**src/core/code_flash_map.vh**
```
`ifndef CODE_FLASH_MAP_VH
`define CODE_FLASH_MAP_VH
// ==========================================
// register word offsets (byte address / 4)
`define CF_PE_CTRL      6'h00
`define CF_CACHE_EN     6'h01
`define CF_CACHE_INV    6'h02
`define CF_STARTUP_SEL  6'h03
`define CF_IRQ_STATUS   6'h04
`define CF_IRQ_MASK     6'h05
`define CF_PE_STATE     6'h06
`define CF_PE_ADDR      6'h07
`define CF_UID_BASE     6'h08
`define CF_CMD_AREA     6'h10
// ==========================================
// field positions
`define CF_DUAL_BIT     2
`define CF_GUARD_BIT    3
`define CF_VIOL_BIT     0
`define CF_DONE_BIT     1
// ==========================================
// values
`define CF_PE_ENABLED   2'b01
`define CF_CTRL_RST     4'h0
`define CF_BLK_GUARD0   6'h08
`define CF_BLK_GUARD1   6'h09
`define CF_BLK_GUARD2   6'h2e
`define CF_BLK_GUARD3   6'h2f
// ==========================================
// commands written to the command area
`define CF_CMD_PROG     8'he8
`define CF_CMD_ERASE    8'h20
`define CF_CMD_BLANK    8'h71
`define CF_CMD_SUSPEND  8'hb0
`define CF_CMD_RESUME   8'hd0
// ==========================================
// geometry and timing
`define CF_WAYS         8
`define CF_SETS         2
`define CF_PROG_WORDS   32
`define CF_MHZ_1CYC     50
`define CF_MHZ_2CYC     100
`endif

```
**src/core/code_flash_ctrl.v**
```verilog
`timescale 1ns/1ps
`default_nettype none
`include "code_flash_map.vh"
module code_flash_ctrl #(
   parameter CLK_MHZ      = 20,
   parameter ADDR_W       = 21,
   parameter BLK_W        = 15,
   parameter PROG_CYCLES  = 64,
   parameter ERASE_CYCLES = 256,
   // id words are arbitrary values
   parameter [31:0] UID0  = 32'h1111_1111,
   parameter [31:0] UID1  = 32'h2222_2222,
   parameter [31:0] UID2  = 32'h3333_3333,
   parameter [31:0] UID3  = 32'h4444_4444
) (
   // clock and reset
   input  wire              clk_i,
   input  wire              rst_i,
   // wishbone slave
   input  wire              wb_cyc_i,
   input  wire              wb_stb_i,
   input  wire              wb_we_i,
   input  wire [7:0]        wb_adr_i,
   input  wire [3:0]        wb_sel_i,
   input  wire [31:0]       wb_dat_i,
   output reg  [31:0]       wb_dat_o,
   output reg               wb_ack_o,
   // processor read port
   input  wire              rd_req_i,
   input  wire [ADDR_W-1:0] rd_addr_i,
   output reg               rd_ack_o,
   output reg               rd_err_o,
   output reg  [31:0]       rd_data_o,
   // flash array side
   output wire              fl_rd_o,
   output reg  [ADDR_W-5:0] fl_raddr_o,
   input  wire [127:0]      fl_line_i,
   output reg               fl_wr_o,
   output reg  [ADDR_W-3:0] fl_waddr_o,
   output reg  [31:0]       fl_wdata_o,
   output reg               fl_erase_o,
   output reg  [5:0]        fl_eblk_o,
   // interrupt
   output wire              irq_o
);
   // ==========================================
   // constants
   localparam [1:0] MISS_CYC = (CLK_MHZ <= `CF_MHZ_1CYC) ? 2'd1 :
                               (CLK_MHZ <= `CF_MHZ_2CYC) ? 2'd2 : 2'd3;
   // busy countdown start values, cut to the timer width where loaded
   localparam [31:0] ERASE_LOAD = ERASE_CYCLES - 1;
   localparam [31:0] PROG_LOAD  = PROG_CYCLES - 1;
   localparam TAG_W = ADDR_W - 5;
   localparam NL    = `CF_WAYS * `CF_SETS;
   localparam [1:0] R_IDLE = 2'd0, R_MISS = 2'd1;
   localparam [1:0] P_IDLE = 2'd0, P_COLL = 2'd1, P_BUSY = 2'd2;
   // ==========================================
   // registers
   reg  [3:0]        ctrl_reg;       // pe_enable_field, dual, guard
   reg               cache_en_reg;   // cache_enable_reg
   reg               startup_reg;    // startup_area_select_reg
   reg  [1:0]        status_reg;     // sticky events
   reg  [1:0]        mask_reg;       // interrupt enables
   reg  [ADDR_W-1:0] pe_addr_reg;    // program/erase target
   reg  [63:0]       blank_reg;      // erased-block map
   reg  [1:0]        pstate_reg;     // sequencer state
   reg               prog_reg;       // busy op is a program
   reg               susp_reg;       // suspended
   reg               blank_res_reg;  // last blank check result
   reg  [4:0]        wcnt_reg;       // program word count
   reg  [15:0]       timer_reg;      // busy countdown
   reg  [1:0]        rstate_reg;     // read state
   reg  [1:0]        lat_reg;        // miss wait count
   reg  [ADDR_W-1:0] raddr_reg;      // latched read address
   reg  [127:0]      line_mem [0:NL-1];
   reg  [TAG_W-1:0]  tag_mem  [0:NL-1];
   reg  [2:0]        age_mem  [0:NL-1];
   reg  [NL-1:0]     valid_reg;
   // ==========================================
   // bus decode
   wire       acc   = wb_cyc_i & wb_stb_i & ~wb_ack_o;
   wire       wr    = acc & wb_we_i;
   wire [5:0] widx  = wb_adr_i[7:2];
   wire       cmd_w = wr & (widx == `CF_CMD_AREA);
   wire [7:0] cmd   = wb_dat_i[7:0];
   wire       pe_ok = (ctrl_reg[1:0] == `CF_PE_ENABLED);
   wire       dual  = ctrl_reg[`CF_DUAL_BIT];
   wire       guard = ctrl_reg[`CF_GUARD_BIT];
   // ==========================================
   // address remap and block checks
   wire [ADDR_W-1:0] req_a = (rstate_reg == R_IDLE) ? rd_addr_i : raddr_reg;
   wire [5:0]        blk0  = req_a[BLK_W+5:BLK_W];
   // swap blocks 0 and 1 when the alternate startup block is chosen
   wire [5:0]        blk   = (startup_reg && blk0[5:1] == 5'd0) ?
                             {blk0[5:1], ~blk0[0]} : blk0;
   // the block field is the top of the address
   wire [ADDR_W-1:0] eff_a = {blk, req_a[BLK_W-1:0]};
   wire trusted = guard & ((blk == `CF_BLK_GUARD0) | (blk == `CF_BLK_GUARD1) |
                  (dual & ((blk == `CF_BLK_GUARD2) | (blk == `CF_BLK_GUARD3))));
   wire set_i   = eff_a[4];
   wire [TAG_W-1:0] tag = eff_a[ADDR_W-1:5];
   // ==========================================
   // cache lookup and victim choice
   reg       hit;
   reg [2:0] hway;
   reg [2:0] vway;
   integer   i;
   always @* begin
      hit  = 1'b0;
      hway = 3'd0;
      vway = 3'd0;
      for (i = 0; i < `CF_WAYS; i = i + 1) begin
         if (valid_reg[set_i*`CF_WAYS+i] && tag_mem[set_i*`CF_WAYS+i] == tag) begin
            hit  = 1'b1;
            hway = i[2:0];
         end
         if (age_mem[set_i*`CF_WAYS+i] == 3'd7) begin
            vway = i[2:0];
         end
      end
   end
   wire [3:0]   hidx  = {set_i, hway};
   wire [3:0]   vidx  = {set_i, vway};
   wire [127:0] hline = line_mem[hidx];
   wire [31:0]  hword = hline[eff_a[3:2]*32 +: 32];
   wire [31:0]  mword = fl_line_i[eff_a[3:2]*32 +: 32];
   wire         take  = (rstate_reg == R_IDLE) & rd_req_i & ~rd_ack_o;
   wire         r_hit = take & ~trusted & ~blank_reg[blk] & cache_en_reg & hit;
   wire         r_fill = (rstate_reg == R_MISS) & (lat_reg == 2'd0) &
                         cache_en_reg;
   wire         viol_rd = take & trusted;
   assign fl_rd_o = (rstate_reg == R_MISS);
   // ==========================================
   // read path
   always @(posedge clk_i) begin
      if (rst_i) begin
         rstate_reg <= R_IDLE;
         lat_reg    <= 2'd0;
         raddr_reg  <= {ADDR_W{1'b0}};
         rd_ack_o   <= 1'b0;
         rd_err_o   <= 1'b0;
         rd_data_o  <= 32'h0000_0000;
         fl_raddr_o <= {(ADDR_W-4){1'b0}};
      end else begin
         rd_ack_o <= 1'b0;
         rd_err_o <= 1'b0;
         case (rstate_reg)
            R_IDLE: begin
               if (take) begin
                  raddr_reg <= rd_addr_i;
                  if (trusted) begin
                     // blocked read answers with error and zero data
                     rd_ack_o  <= 1'b1;
                     rd_err_o  <= 1'b1;
                     rd_data_o <= 32'h0000_0000;
                  end else if (blank_reg[blk]) begin
                     rd_ack_o  <= 1'b1;
                     rd_data_o <= 32'hffff_ffff;
                  end else if (r_hit) begin
                     rd_ack_o  <= 1'b1;
                     rd_data_o <= hword;
                  end else begin
                     // miss or cache off: fetch from array
                     rstate_reg <= R_MISS;
                     lat_reg    <= MISS_CYC - 2'd1;
                     fl_raddr_o <= eff_a[ADDR_W-1:4];
                  end
               end
            end
            R_MISS: begin
               if (lat_reg == 2'd0) begin
                  rd_ack_o   <= 1'b1;
                  rd_data_o  <= mword;
                  rstate_reg <= R_IDLE;
               end else begin
                  lat_reg <= lat_reg - 2'd1;
               end
            end
            default: begin
               rstate_reg <= R_IDLE;
            end
         endcase
      end
   end
   // ==========================================
   // cache fill, lru ages and invalidate
   wire       inv_w  = wr & (widx == `CF_CACHE_INV) & wb_sel_i[0] & wb_dat_i[0];
   wire [3:0] uidx   = r_hit ? hidx : vidx;
   wire [2:0] uage   = age_mem[uidx];
   integer    j;
   always @(posedge clk_i) begin
      if (rst_i) begin
         valid_reg <= {NL{1'b0}};
         for (j = 0; j < NL; j = j + 1) begin
            age_mem[j] <= j[2:0];
         end
      end else begin
         if (r_fill) begin
            line_mem[vidx]  <= fl_line_i;
            tag_mem[vidx]   <= tag;
            valid_reg[vidx] <= 1'b1;
         end
         if (r_hit || r_fill) begin
            // most recent way gets age 0, younger ones age by one
            for (j = 0; j < `CF_WAYS; j = j + 1) begin
               if (age_mem[set_i*`CF_WAYS+j] < uage) begin
                  age_mem[set_i*`CF_WAYS+j] <= age_mem[set_i*`CF_WAYS+j] + 3'd1;
               end
            end
            age_mem[uidx] <= 3'd0;
         end
         if (inv_w) begin
            valid_reg <= {NL{1'b0}};
         end
      end
   end
   // ==========================================
   // program/erase sequencer
   reg pe_done;
   reg viol_cmd;
   always @(posedge clk_i) begin
      if (rst_i) begin
         pstate_reg    <= P_IDLE;
         prog_reg      <= 1'b0;
         susp_reg      <= 1'b0;
         blank_res_reg <= 1'b0;
         wcnt_reg      <= 5'd0;
         timer_reg     <= 16'd0;
         blank_reg     <= 64'h0000_0000_0000_0000;
         fl_wr_o       <= 1'b0;
         fl_waddr_o    <= {(ADDR_W-2){1'b0}};
         fl_wdata_o    <= 32'h0000_0000;
         fl_erase_o    <= 1'b0;
         fl_eblk_o     <= 6'd0;
         pe_done       <= 1'b0;
         viol_cmd      <= 1'b0;
      end else begin
         fl_wr_o    <= 1'b0;
         fl_erase_o <= 1'b0;
         pe_done    <= 1'b0;
         viol_cmd   <= 1'b0;
         case (pstate_reg)
            P_IDLE: begin
               if (cmd_w && !pe_ok) begin
                  viol_cmd <= 1'b1;
               end else if (cmd_w && cmd == `CF_CMD_PROG) begin
                  pstate_reg <= P_COLL;
                  wcnt_reg   <= 5'd0;
               end else if (cmd_w && cmd == `CF_CMD_ERASE) begin
                  pstate_reg <= P_BUSY;
                  prog_reg   <= 1'b0;
                  timer_reg  <= ERASE_LOAD[15:0];
                  fl_erase_o <= 1'b1;
                  fl_eblk_o  <= pe_addr_reg[BLK_W+5:BLK_W];
               end else if (cmd_w && cmd == `CF_CMD_BLANK) begin
                  blank_res_reg <= blank_reg[pe_addr_reg[BLK_W+5:BLK_W]];
                  pe_done       <= 1'b1;
               end else if (cmd_w) begin
                  viol_cmd <= 1'b1;
               end
            end
            P_COLL: begin
               if (cmd_w) begin
                  // each data word goes straight to the array
                  fl_wr_o    <= 1'b1;
                  fl_waddr_o <= {pe_addr_reg[ADDR_W-1:7], wcnt_reg};
                  fl_wdata_o <= wb_dat_i;
                  wcnt_reg   <= wcnt_reg + 5'd1;
                  if (wcnt_reg == `CF_PROG_WORDS - 1) begin
                     pstate_reg <= P_BUSY;
                     prog_reg   <= 1'b1;
                     timer_reg  <= PROG_LOAD[15:0];
                  end
               end
            end
            P_BUSY: begin
               if (cmd_w && cmd == `CF_CMD_SUSPEND) begin
                  susp_reg <= 1'b1;
               end else if (cmd_w && cmd == `CF_CMD_RESUME) begin
                  susp_reg <= 1'b0;
               end else if (cmd_w) begin
                  viol_cmd <= 1'b1;
               end
               // reads keep running beside the busy countdown
               if (!susp_reg) begin
                  if (timer_reg == 16'd0) begin
                     pstate_reg <= P_IDLE;
                     pe_done    <= 1'b1;
                     blank_reg[pe_addr_reg[BLK_W+5:BLK_W]] <= ~prog_reg;
                  end else begin
                     timer_reg <= timer_reg - 16'd1;
                  end
               end
            end
            default: begin
               pstate_reg <= P_IDLE;
            end
         endcase
      end
   end
   // ==========================================
   // control registers and sticky status
   wire [1:0] events = {pe_done, viol_cmd | viol_rd};
   wire [1:0] w1c    = (wr && widx == `CF_IRQ_STATUS && wb_sel_i[0]) ?
                       wb_dat_i[1:0] : 2'b00;
   always @(posedge clk_i) begin
      if (rst_i) begin
         ctrl_reg     <= `CF_CTRL_RST;
         cache_en_reg <= 1'b0;
         startup_reg  <= 1'b0;
         status_reg   <= 2'b00;
         mask_reg     <= 2'b00;
         pe_addr_reg  <= {ADDR_W{1'b0}};
      end else begin
         // a new event wins over a clear in the same cycle
         status_reg <= (status_reg & ~w1c) | events;
         if (wr && wb_sel_i[0]) begin
            case (widx)
               `CF_PE_CTRL:     ctrl_reg     <= wb_dat_i[3:0];
               `CF_CACHE_EN:    cache_en_reg <= wb_dat_i[0];
               `CF_STARTUP_SEL: startup_reg  <= wb_dat_i[0];
               `CF_IRQ_MASK:    mask_reg     <= wb_dat_i[1:0];
               default:         ;
            endcase
         end
         if (wr && widx == `CF_PE_ADDR && pstate_reg == P_IDLE) begin
            pe_addr_reg <= wb_dat_i[ADDR_W-1:0];
         end
      end
   end
   assign irq_o = |(status_reg & mask_reg);
   // ==========================================
   // bus read mux and ack
   reg [31:0] rdat;
   always @* begin
      case (widx)
         `CF_PE_CTRL:     rdat = {28'd0, ctrl_reg};
         `CF_CACHE_EN:    rdat = {31'd0, cache_en_reg};
         `CF_STARTUP_SEL: rdat = {31'd0, startup_reg};
         `CF_IRQ_STATUS:  rdat = {30'd0, status_reg};
         `CF_IRQ_MASK:    rdat = {30'd0, mask_reg};
         `CF_PE_STATE:    rdat = {28'd0, blank_res_reg, susp_reg, pstate_reg};
         `CF_PE_ADDR:     rdat = {{(32-ADDR_W){1'b0}}, pe_addr_reg};
         `CF_UID_BASE:    rdat = UID0;
         6'h09:           rdat = UID1;
         6'h0a:           rdat = UID2;
         6'h0b:           rdat = UID3;
         default:         rdat = 32'h0000_0000;
      endcase
   end
   always @(posedge clk_i) begin
      if (rst_i) begin
         wb_ack_o <= 1'b0;
         wb_dat_o <= 32'h0000_0000;
      end else begin
         wb_ack_o <= acc;
         wb_dat_o <= rdat;
      end
   end
endmodule
`default_nettype wire

```
**config.mk**
```make
export PLATFORM = sky130hd
export DESIGN_NAME = code_flash_ctrl
export DESIGN_NICKNAME = d
export VERILOG_FILES = /design/src/core/code_flash_ctrl.v
export VERILOG_INCLUDE_DIRS = /design/src /design/src/core
export SDC_FILE = /design/constraint.sdc
export NUM_CORES = 2
export LEC_CHECK = 0
export BUFFER_PORTS_ARGS = -buffer_cell sky130_fd_sc_hd__buf_2
export CAP_MARGIN = 20
export CORE_MARGIN = 5
export CORE_UTILIZATION = 50
export CTS_CLUSTER_DIAMETER = 50
export CTS_CLUSTER_SIZE = 24
export DETAILED_ROUTE_END_ITERATION = 7
export PLACE_DENSITY = 0.68
export REMOVE_ABC_BUFFERS = 1
export SYNTH_ARGS = -nofsm -noshare
export SYNTH_HDL_FRONTEND = slang
export SYNTH_SLANG_ARGS = --single-unit
export TNS_END_PERCENT = 30
```
**constraint.sdc**
```tcl
create_clock -name clk_i -period 17.6 [get_ports clk_i]
set_input_delay 0 -clock clk_i [delete_from_list [all_inputs] [get_ports clk_i]]
set_output_delay 0 -clock clk_i [all_outputs]
set_load 0.005 [all_outputs]
```
; ---- Word-level counts from Yosys, hierarchy flattened
; Memory sizes are Yosys's and may differ from the RTL's.
; Cells that the tools add are included.
[totals]
regBits = 307
latchBits = 0
ram_bits = 2352
rom_bits = 0
out_inout_bits = 145
elab_cells = 428
memories = 3
[op_classes]
addsub = 18
mul = 0
div_mod_pow = 0
order_cmp = 21
eq_ne = 58
shift = 2
n_mux = 188
bitwise = 42
n_reduce_logical = 66
[mem_list]
columns = name, depth, word_bits, rd, rd_clocked_by_memory_dff, wr, line_no
row1 = line_mem, 16, 128, 1, 0, 1, code_flash_ctrl.v:75  ; reg [127:0] line_mem [0:NL-1];
row2 = tag_mem, 16, 16, 8, 0, 1, code_flash_ctrl.v:76  ; reg [TAG_W-1:0] tag_mem [0:NL-1];
row3 = age_mem, 16, 3, 9, 0, 16, code_flash_ctrl.v:77  ; reg [2:0] age_mem [0:NL-1];
[op_table]
columns = operator, n
row1 = case mux 31 bit (11 select lines), 1
row2 = indexed part select 128 x 8 -> 32 bit, 2
row3 = < comparator 32 x 5 -> 1 bit (second input constant), 7
row4 = 2-to-1 mux 32 bit, 5
row5 = == test 16 bit, 8
row6 = 2-to-1 mux 16 bit, 7
row7 = 2-to-1 mux 1 bit, 100
row8 = 2-to-1 mux 3 bit, 22
row9 = bitwise mux 64 bit, 1
row10 = case mux 32 bit (2 select lines), 1
row11 = case mux 16 bit (3 select lines), 1
row12 = == test 6 x 4 -> 1 bit (second input constant), 6
row13 = 2-to-1 mux 2 bit, 18
row14 = 2-to-1 mux 4 bit, 9
row15 = OR reduction 3 bit, 10
row16 = binary-select mux 1 bit (select 4 bit), 7
row17 = inequality test 2 bit (second input constant), 14
row18 = adder 3 x 1 -> 3 bit (second input constant), 8
row19 = == test 6 x 3 -> 1 bit (second input constant), 4
row20 = == test 8 bit (second input constant), 3
row21 = < comparator 3 bit, 8
row22 = logical AND 1 bit, 22
row23 = == test 3 bit (second input constant), 7
row24 = 2-to-1 mux 21 bit, 1
row25 = other kinds (53), 123

; ---- Longest topological paths before layout
; An unclocked memory read counts as a cell.
[depth]
ltp_word = 25
ltp_mapped = 33

; ---- Worst setup path after synthesis
; Ideal clock, no wire load.
[synth_timing]
path_type = register to register
startpoint = register rstate_reg[0]
endpoint = memory line_mem[0][0] (enable)
setup_time_ns = 0.823
arrival_time_ns = 13.919
t_required_ns = 16.777
setup_slack_ns = 2.857
stages_incl_launch_ff = 22
path_buffers = 9
period_less_slack_ns = 14.743
path_cell_list = dfxtp_1 > buf_6 > buf_6 > buf_6 > mux2i_1 > clkbuf_1 > clkbuf_1 > clkbuf_1 > clkbuf_1 > buf_1 > buf_1 > nand2_1 > nand2_1 > ha_1 > inv_1 > a21oi_1 > nor2_1 > nor2_1 > nor2_1 > nor2_1 > nand2_1 > nor3_1
[synth_via]
elab_chain_cells = 12
word_cells_on_any_way = 30
classes_between = add/sub (7) / eq/ne (8) / mux (11) / bitwise (2) / reduce/logical (1) / memory (1)
[synth_rtl]
columns = item, line_no
row1 = start: declaration, code_flash_ctrl.v:72  ; reg [1:0] rstate_reg;
row2 = start signal: assignment, code_flash_ctrl.v:137  ; rstate_reg <= R_IDLE;
row3 = start signal: assignment, code_flash_ctrl.v:164  ; rstate_reg <= R_MISS;
row4 = start signal: assignment, code_flash_ctrl.v:174  ; rstate_reg <= R_IDLE;
row5 = zero test 2 bit, code_flash_ctrl.v:91  ; wire [ADDR_W-1:0] req_a = (rstate_reg == R_IDLE) ? rd_addr_i : raddr_reg;
row6 = 2-to-1 mux 21 bit, code_flash_ctrl.v:91
row7 = adder 4 x 1 -> 5 bit, code_flash_ctrl.v:117  ; if (age_mem[set_i*`CF_WAYS+i] == 3'd7) begin
row8 = memory read (16 x 3 bit), --
row9 = == test 3 bit, code_flash_ctrl.v:117
row10 = 2-to-1 mux 1 bit, code_flash_ctrl.v:117
row11 = 2-to-1 mux 3 bit (6 in a row), code_flash_ctrl.v:117
row12 = end: declaration, code_flash_ctrl.v:75
; Parallel ways exist; a longest one is shown, timed or not.

; ---- Final worst setup path
[layout_timing]
startpoint = register rstate_reg[0]
endpoint = register rd_data_o[28]
[layout_via]
elab_chain_cells = 21
word_cells_on_any_way = 95
classes_between = add/sub (7) / eq/ne (16) / shift (2) / mux (41) / bitwise (14) / reduce/logical (13) / memory (2)
[layout_rtl]
columns = item, line_no
row1 = branches (longest 21 deep; another with memory read (16 x 16 bit)), --
row2 = end signal: assignment, code_flash_ctrl.v:161  ; rd_data_o <= hword;
row3 = end signal: assignment, code_flash_ctrl.v:173  ; rd_data_o <= mword;
row4 = end: declaration, code_flash_ctrl.v:33  ; output reg [31:0] rd_data_o,
; Several ways; the timed one is not identified. The select of a mux whose other input is x is not followed.
; A chain may end at the register's enable or synchronous reset.

==> flow_summary.yaml <==
status:
  status: "finished, final reports clean"
sta:
  rsz0062_at_grt: "false"
  fin_crit_ns: 9.72
  tightest_slew_ns: 1.24
  hold_viol_final: 0
  worst_slack_ns: 7.88
  whs_ns: 0.0390
  finalSetupViolCount: 0
  slew_headroom: 0.172
  max_freq_mhz: 103
  clock-skew-final_ns: 0.0815
  setup-tns-final_ns: 0
  drv_slew: 0
  period_share: 0.552
clock_tree:
  htree_levels: 4
  cts_root_buf: "clkbuf_16"
  cts_resized: 0
  cts_tree: "done"
  cts_made_buffers: 220
  cts_sinks: 2648
  post-cts-setup-buffer-count: 0
  cts_buffer_depth: 3
  cts.clk_slew.worst_paths_ns: 0.08
  insertion_delay_ns: 0.92
route:
  drc: 0
  drt-total-wl_um: 284000
  antenna_left: 0
  wl_per_cell_um: 25.4
  first_pass_iters: 5
  drt_iter0_markers: 6097
  via_count: 66100
  via_per_inst: 5.92
floorplan:
  core-area_mm2: 0.223
  initial_core_util: 0.503
  rows: 173
  die_y_um: 483
  die_w_um: 483
  num_io_pins: 344
  die_area_mm2: 0.233
pwr:
  leakagePower_uw: 0.0434
  sw_frac_of_total: 0.238
  ir_drop_uv: 104
  pwr-share-clk: 0.407
  p_int_uw: 9800
  seqPwrFrac: 0.533
  power_switching_uw: 3070
  powerDensity_mw_per_mm2: 100
  pwr-share-comb: 0.060
global_route:
  grt_remaining_overflow: 0
  grt_antenna_before_repair: 39
  grt_max_degree: 136
  grt_usage: 0.237
  grt_pass1_vias: 65500
  grt_pass1_wl_um: 421000
synth:
  async_flop_share: 0
  yosys_warnings: 0
  synthDistinctLibCells: 96
  synth_area_mm2: 0.112
  ys_seq_elements: 2648
  synth_edf_count: 2304
  yosysTopAreaCell: "edfxtp_1"
  netlist_instances: 7364
  syn_area_per_cell_um2: 15.2
  ys_seq_area_frac: 0.680
  ys.flop_type: "edfxtp_1"
  synthTopCellsByArea: "edfxtp_1 (62%), mux2i_1 (16%), dfxtp_1 (6.2%)"
  synth_top_area_frac: 0.618
worst_setup_path:
  critPathCaptureType: "flip-flop"
  crit_type: "flip-flop to flip-flop"
  cp.arrival_ns: 10.50
  cp-start-kind: "flip-flop"
  crit_fanout: 55
  required_ns: 18.38
cells_and_area:
  layout-area-overhead-vs-synth_pct: 14.8
  fin_cells: 11200
  nets: 8190
  largest_register_ffs: 2048
  design_area_mm2: 0.128
  layout-drive-gt1-share: 0.136
place:
  hpwlAfterDp_um: 145000
  portBuffers: 333
  place_inst: 10400
  place_area_mm2: 0.117
  dp_slack_ns: 7.97
  gp_congestion: 0.890
job:
  cap_violations: 0
worst_hold_path:
  worstHoldPathType: "input port to flip-flop"
[layout make-up]
type	count	area [µm²]
Fill cell	17100	94100
Sequential cell	2648	76100
Multi-Input combinational cell	4220	33900
Timing Repair Buffer	812	6460
Clock buffer	235	5600
Tap cell	2975	3720
Clock inverter	186	2390
Inverter	58	220
Antenna cell	28	70.1
[kinds of logic after synthesis]
group,count (synthesis),synth area share
adder cells (fa/ha/maj),31,0.00347
buffers and inverters,498,0.0194
flip-flops,2648,0.680
multiplexers,1949,0.183
AND/OR/NAND/NOR,1367,0.0566
other,1,0.0000335
XOR/XNOR,145,0.0118
AO/OA/AOI/OAI,725,0.0456
[Yosys cell counts (12+ instances only)]
library cell and count:
nand2b_1 22, nor4_1 27, nor4b_1 12, and2_1 12, a211oi_1 59, and3_1 14
o41ai_1 12, buf_2 127, a22oi_1 24, nor2_1 227, mux2_2 68, nand3_1 138
o22ai_1 12, inv_1 49, xnor2_1 134, a221oi_1 17, mux4_2 70, a21oi_1 236
nand3b_1 31, clkbuf_1 239, o211ai_1 35, dfxtp_1 344, buf_1 47, edfxtp_1 2304
a31o_2 34, a311oi_1 36, nand2_1 628, buf_4 16, nor3_1 48, o21ai_0 107
ha_1 31, a311o_1 34, nor2b_1 51, mux2i_1 1806, or3_1 73, nand4_1 40
[power by group through the flow]
stage	sequential [µW]	combinational, µW	clock (µW)
2_1_floorplan	7000	383	0
3_3_place_gp	7000	680	0
3_5_place_dp	7000	694	0
4_1_cts	6860	762	5320
5_1_grt	6860	821	5590
6_report	6860	769	5250
[final timing paths]
check / start / slack [ns] / cells after the start / to
max: rstate_reg[0] / 7.88 / 19 / rd_data_o[28]
min: fl_line_i[112] / 0.04 / 2 / line_mem[1][112]
max reg2reg: rstate_reg[0] / 7.88 / 19 / rd_data_o[28]
min reg2reg: pe_done / 0.45 / 2 / status_reg[1]
[metal layers]
layer / share of wire / routed length, µm / vias up / global-route usage
met3: 0.067 / 19000 / 588 / 0.0394
met4: 0.037 / 10400 / 16 / 0.0868
met2: 0.48 / 136000 / 2375 / 0.388
met5: 0.00037 / 104 / - / 0
li1: - / - / 29500 / -
met1: 0.42 / 119000 / 33600 / 0.319
[per-stage QoR]
| step | total power (µW) | util |
|---|---|---|
| 6_report | 12900 | 0.577 |
| 5_1_grt | 13300 | 0.577 |
| 4_1_cts | 12900 | 0.577 |
| 3_5_place_dp | 7700 | 0.525 |
| 3_3_place_gp | 7680 | 0.525 |
| 2_1_floorplan | 7380 | - |
[placed cells by master, fill, tap and decap left out, types with 23 or more instances in the layout]
| cell type | netlist | routed |
|---|---|---|
| inv_1 | 49 | 49 |
| inv_6 | 0 | 36 |
| o211ai_1 | 35 | 35 |
| ha_1 | 31 | 31 |
| diode_2 | 0 | 28 |
| buf_12 | 0 | 23 |
| nor3_1 | 48 | 31 |
| nand3b_1 | 31 | 31 |
| mux2_2 | 68 | 67 |
| a211oi_1 | 59 | 59 |
| dfxtp_1 | 344 | 343 |
| mux4_2 | 70 | 70 |
| a311o_1 | 34 | 34 |
| a21oi_1 | 236 | 236 |
| nand3_1 | 138 | 137 |
| inv_8 | 0 | 27 |
| buf_2 | 127 | 332 |
| nor2b_1 | 51 | 49 |
| a31o_2 | 34 | 34 |
| clkbuf_16 | 0 | 220 |
| a311oi_1 | 36 | 36 |
| buf_4 | 16 | 95 |
| nor4_1 | 27 | 27 |
| edfxtp_1 | 2304 | 2304 |
| dlygate4sd3_1 | 0 | 360 |
| or3_1 | 73 | 73 |
| nand2_1 | 628 | 626 |
| xnor2_1 | 134 | 134 |
| a22oi_1 | 24 | 24 |
| nand4_1 | 40 | 40 |
| nor2_1 | 227 | 226 |
| o21ai_0 | 107 | 106 |
| mux2i_1 | 1806 | 1800 |
[repair_timing]
action / in CTS / in global routing
hold endpoints to repair: 2377 / 0
setup endpoints to repair: 0 / 0
hold buffers: 360 / 0
[worst max-delay path: stages, from the launching register on]
cell and delay [ns]:
dfxtp_4 0.55, mux2_8 0.67, buf_4 0.70, mux2i_1 0.19
xnor2_1 0.36, nand4_1 0.13, or3_1 0.35, or4_1 0.58
a211oi_1 0.30, o21a_4 0.80, buf_4 0.75, buf_4 0.79
buf_4 0.79, buf_4 0.83, mux2i_1 0.28, mux2i_1 0.12
mux4_2 0.48, nor2b_1 0.15, a31o_2 0.23, a311oi_1 0.26
Note: power is estimated with default switching activity, not from simulation.
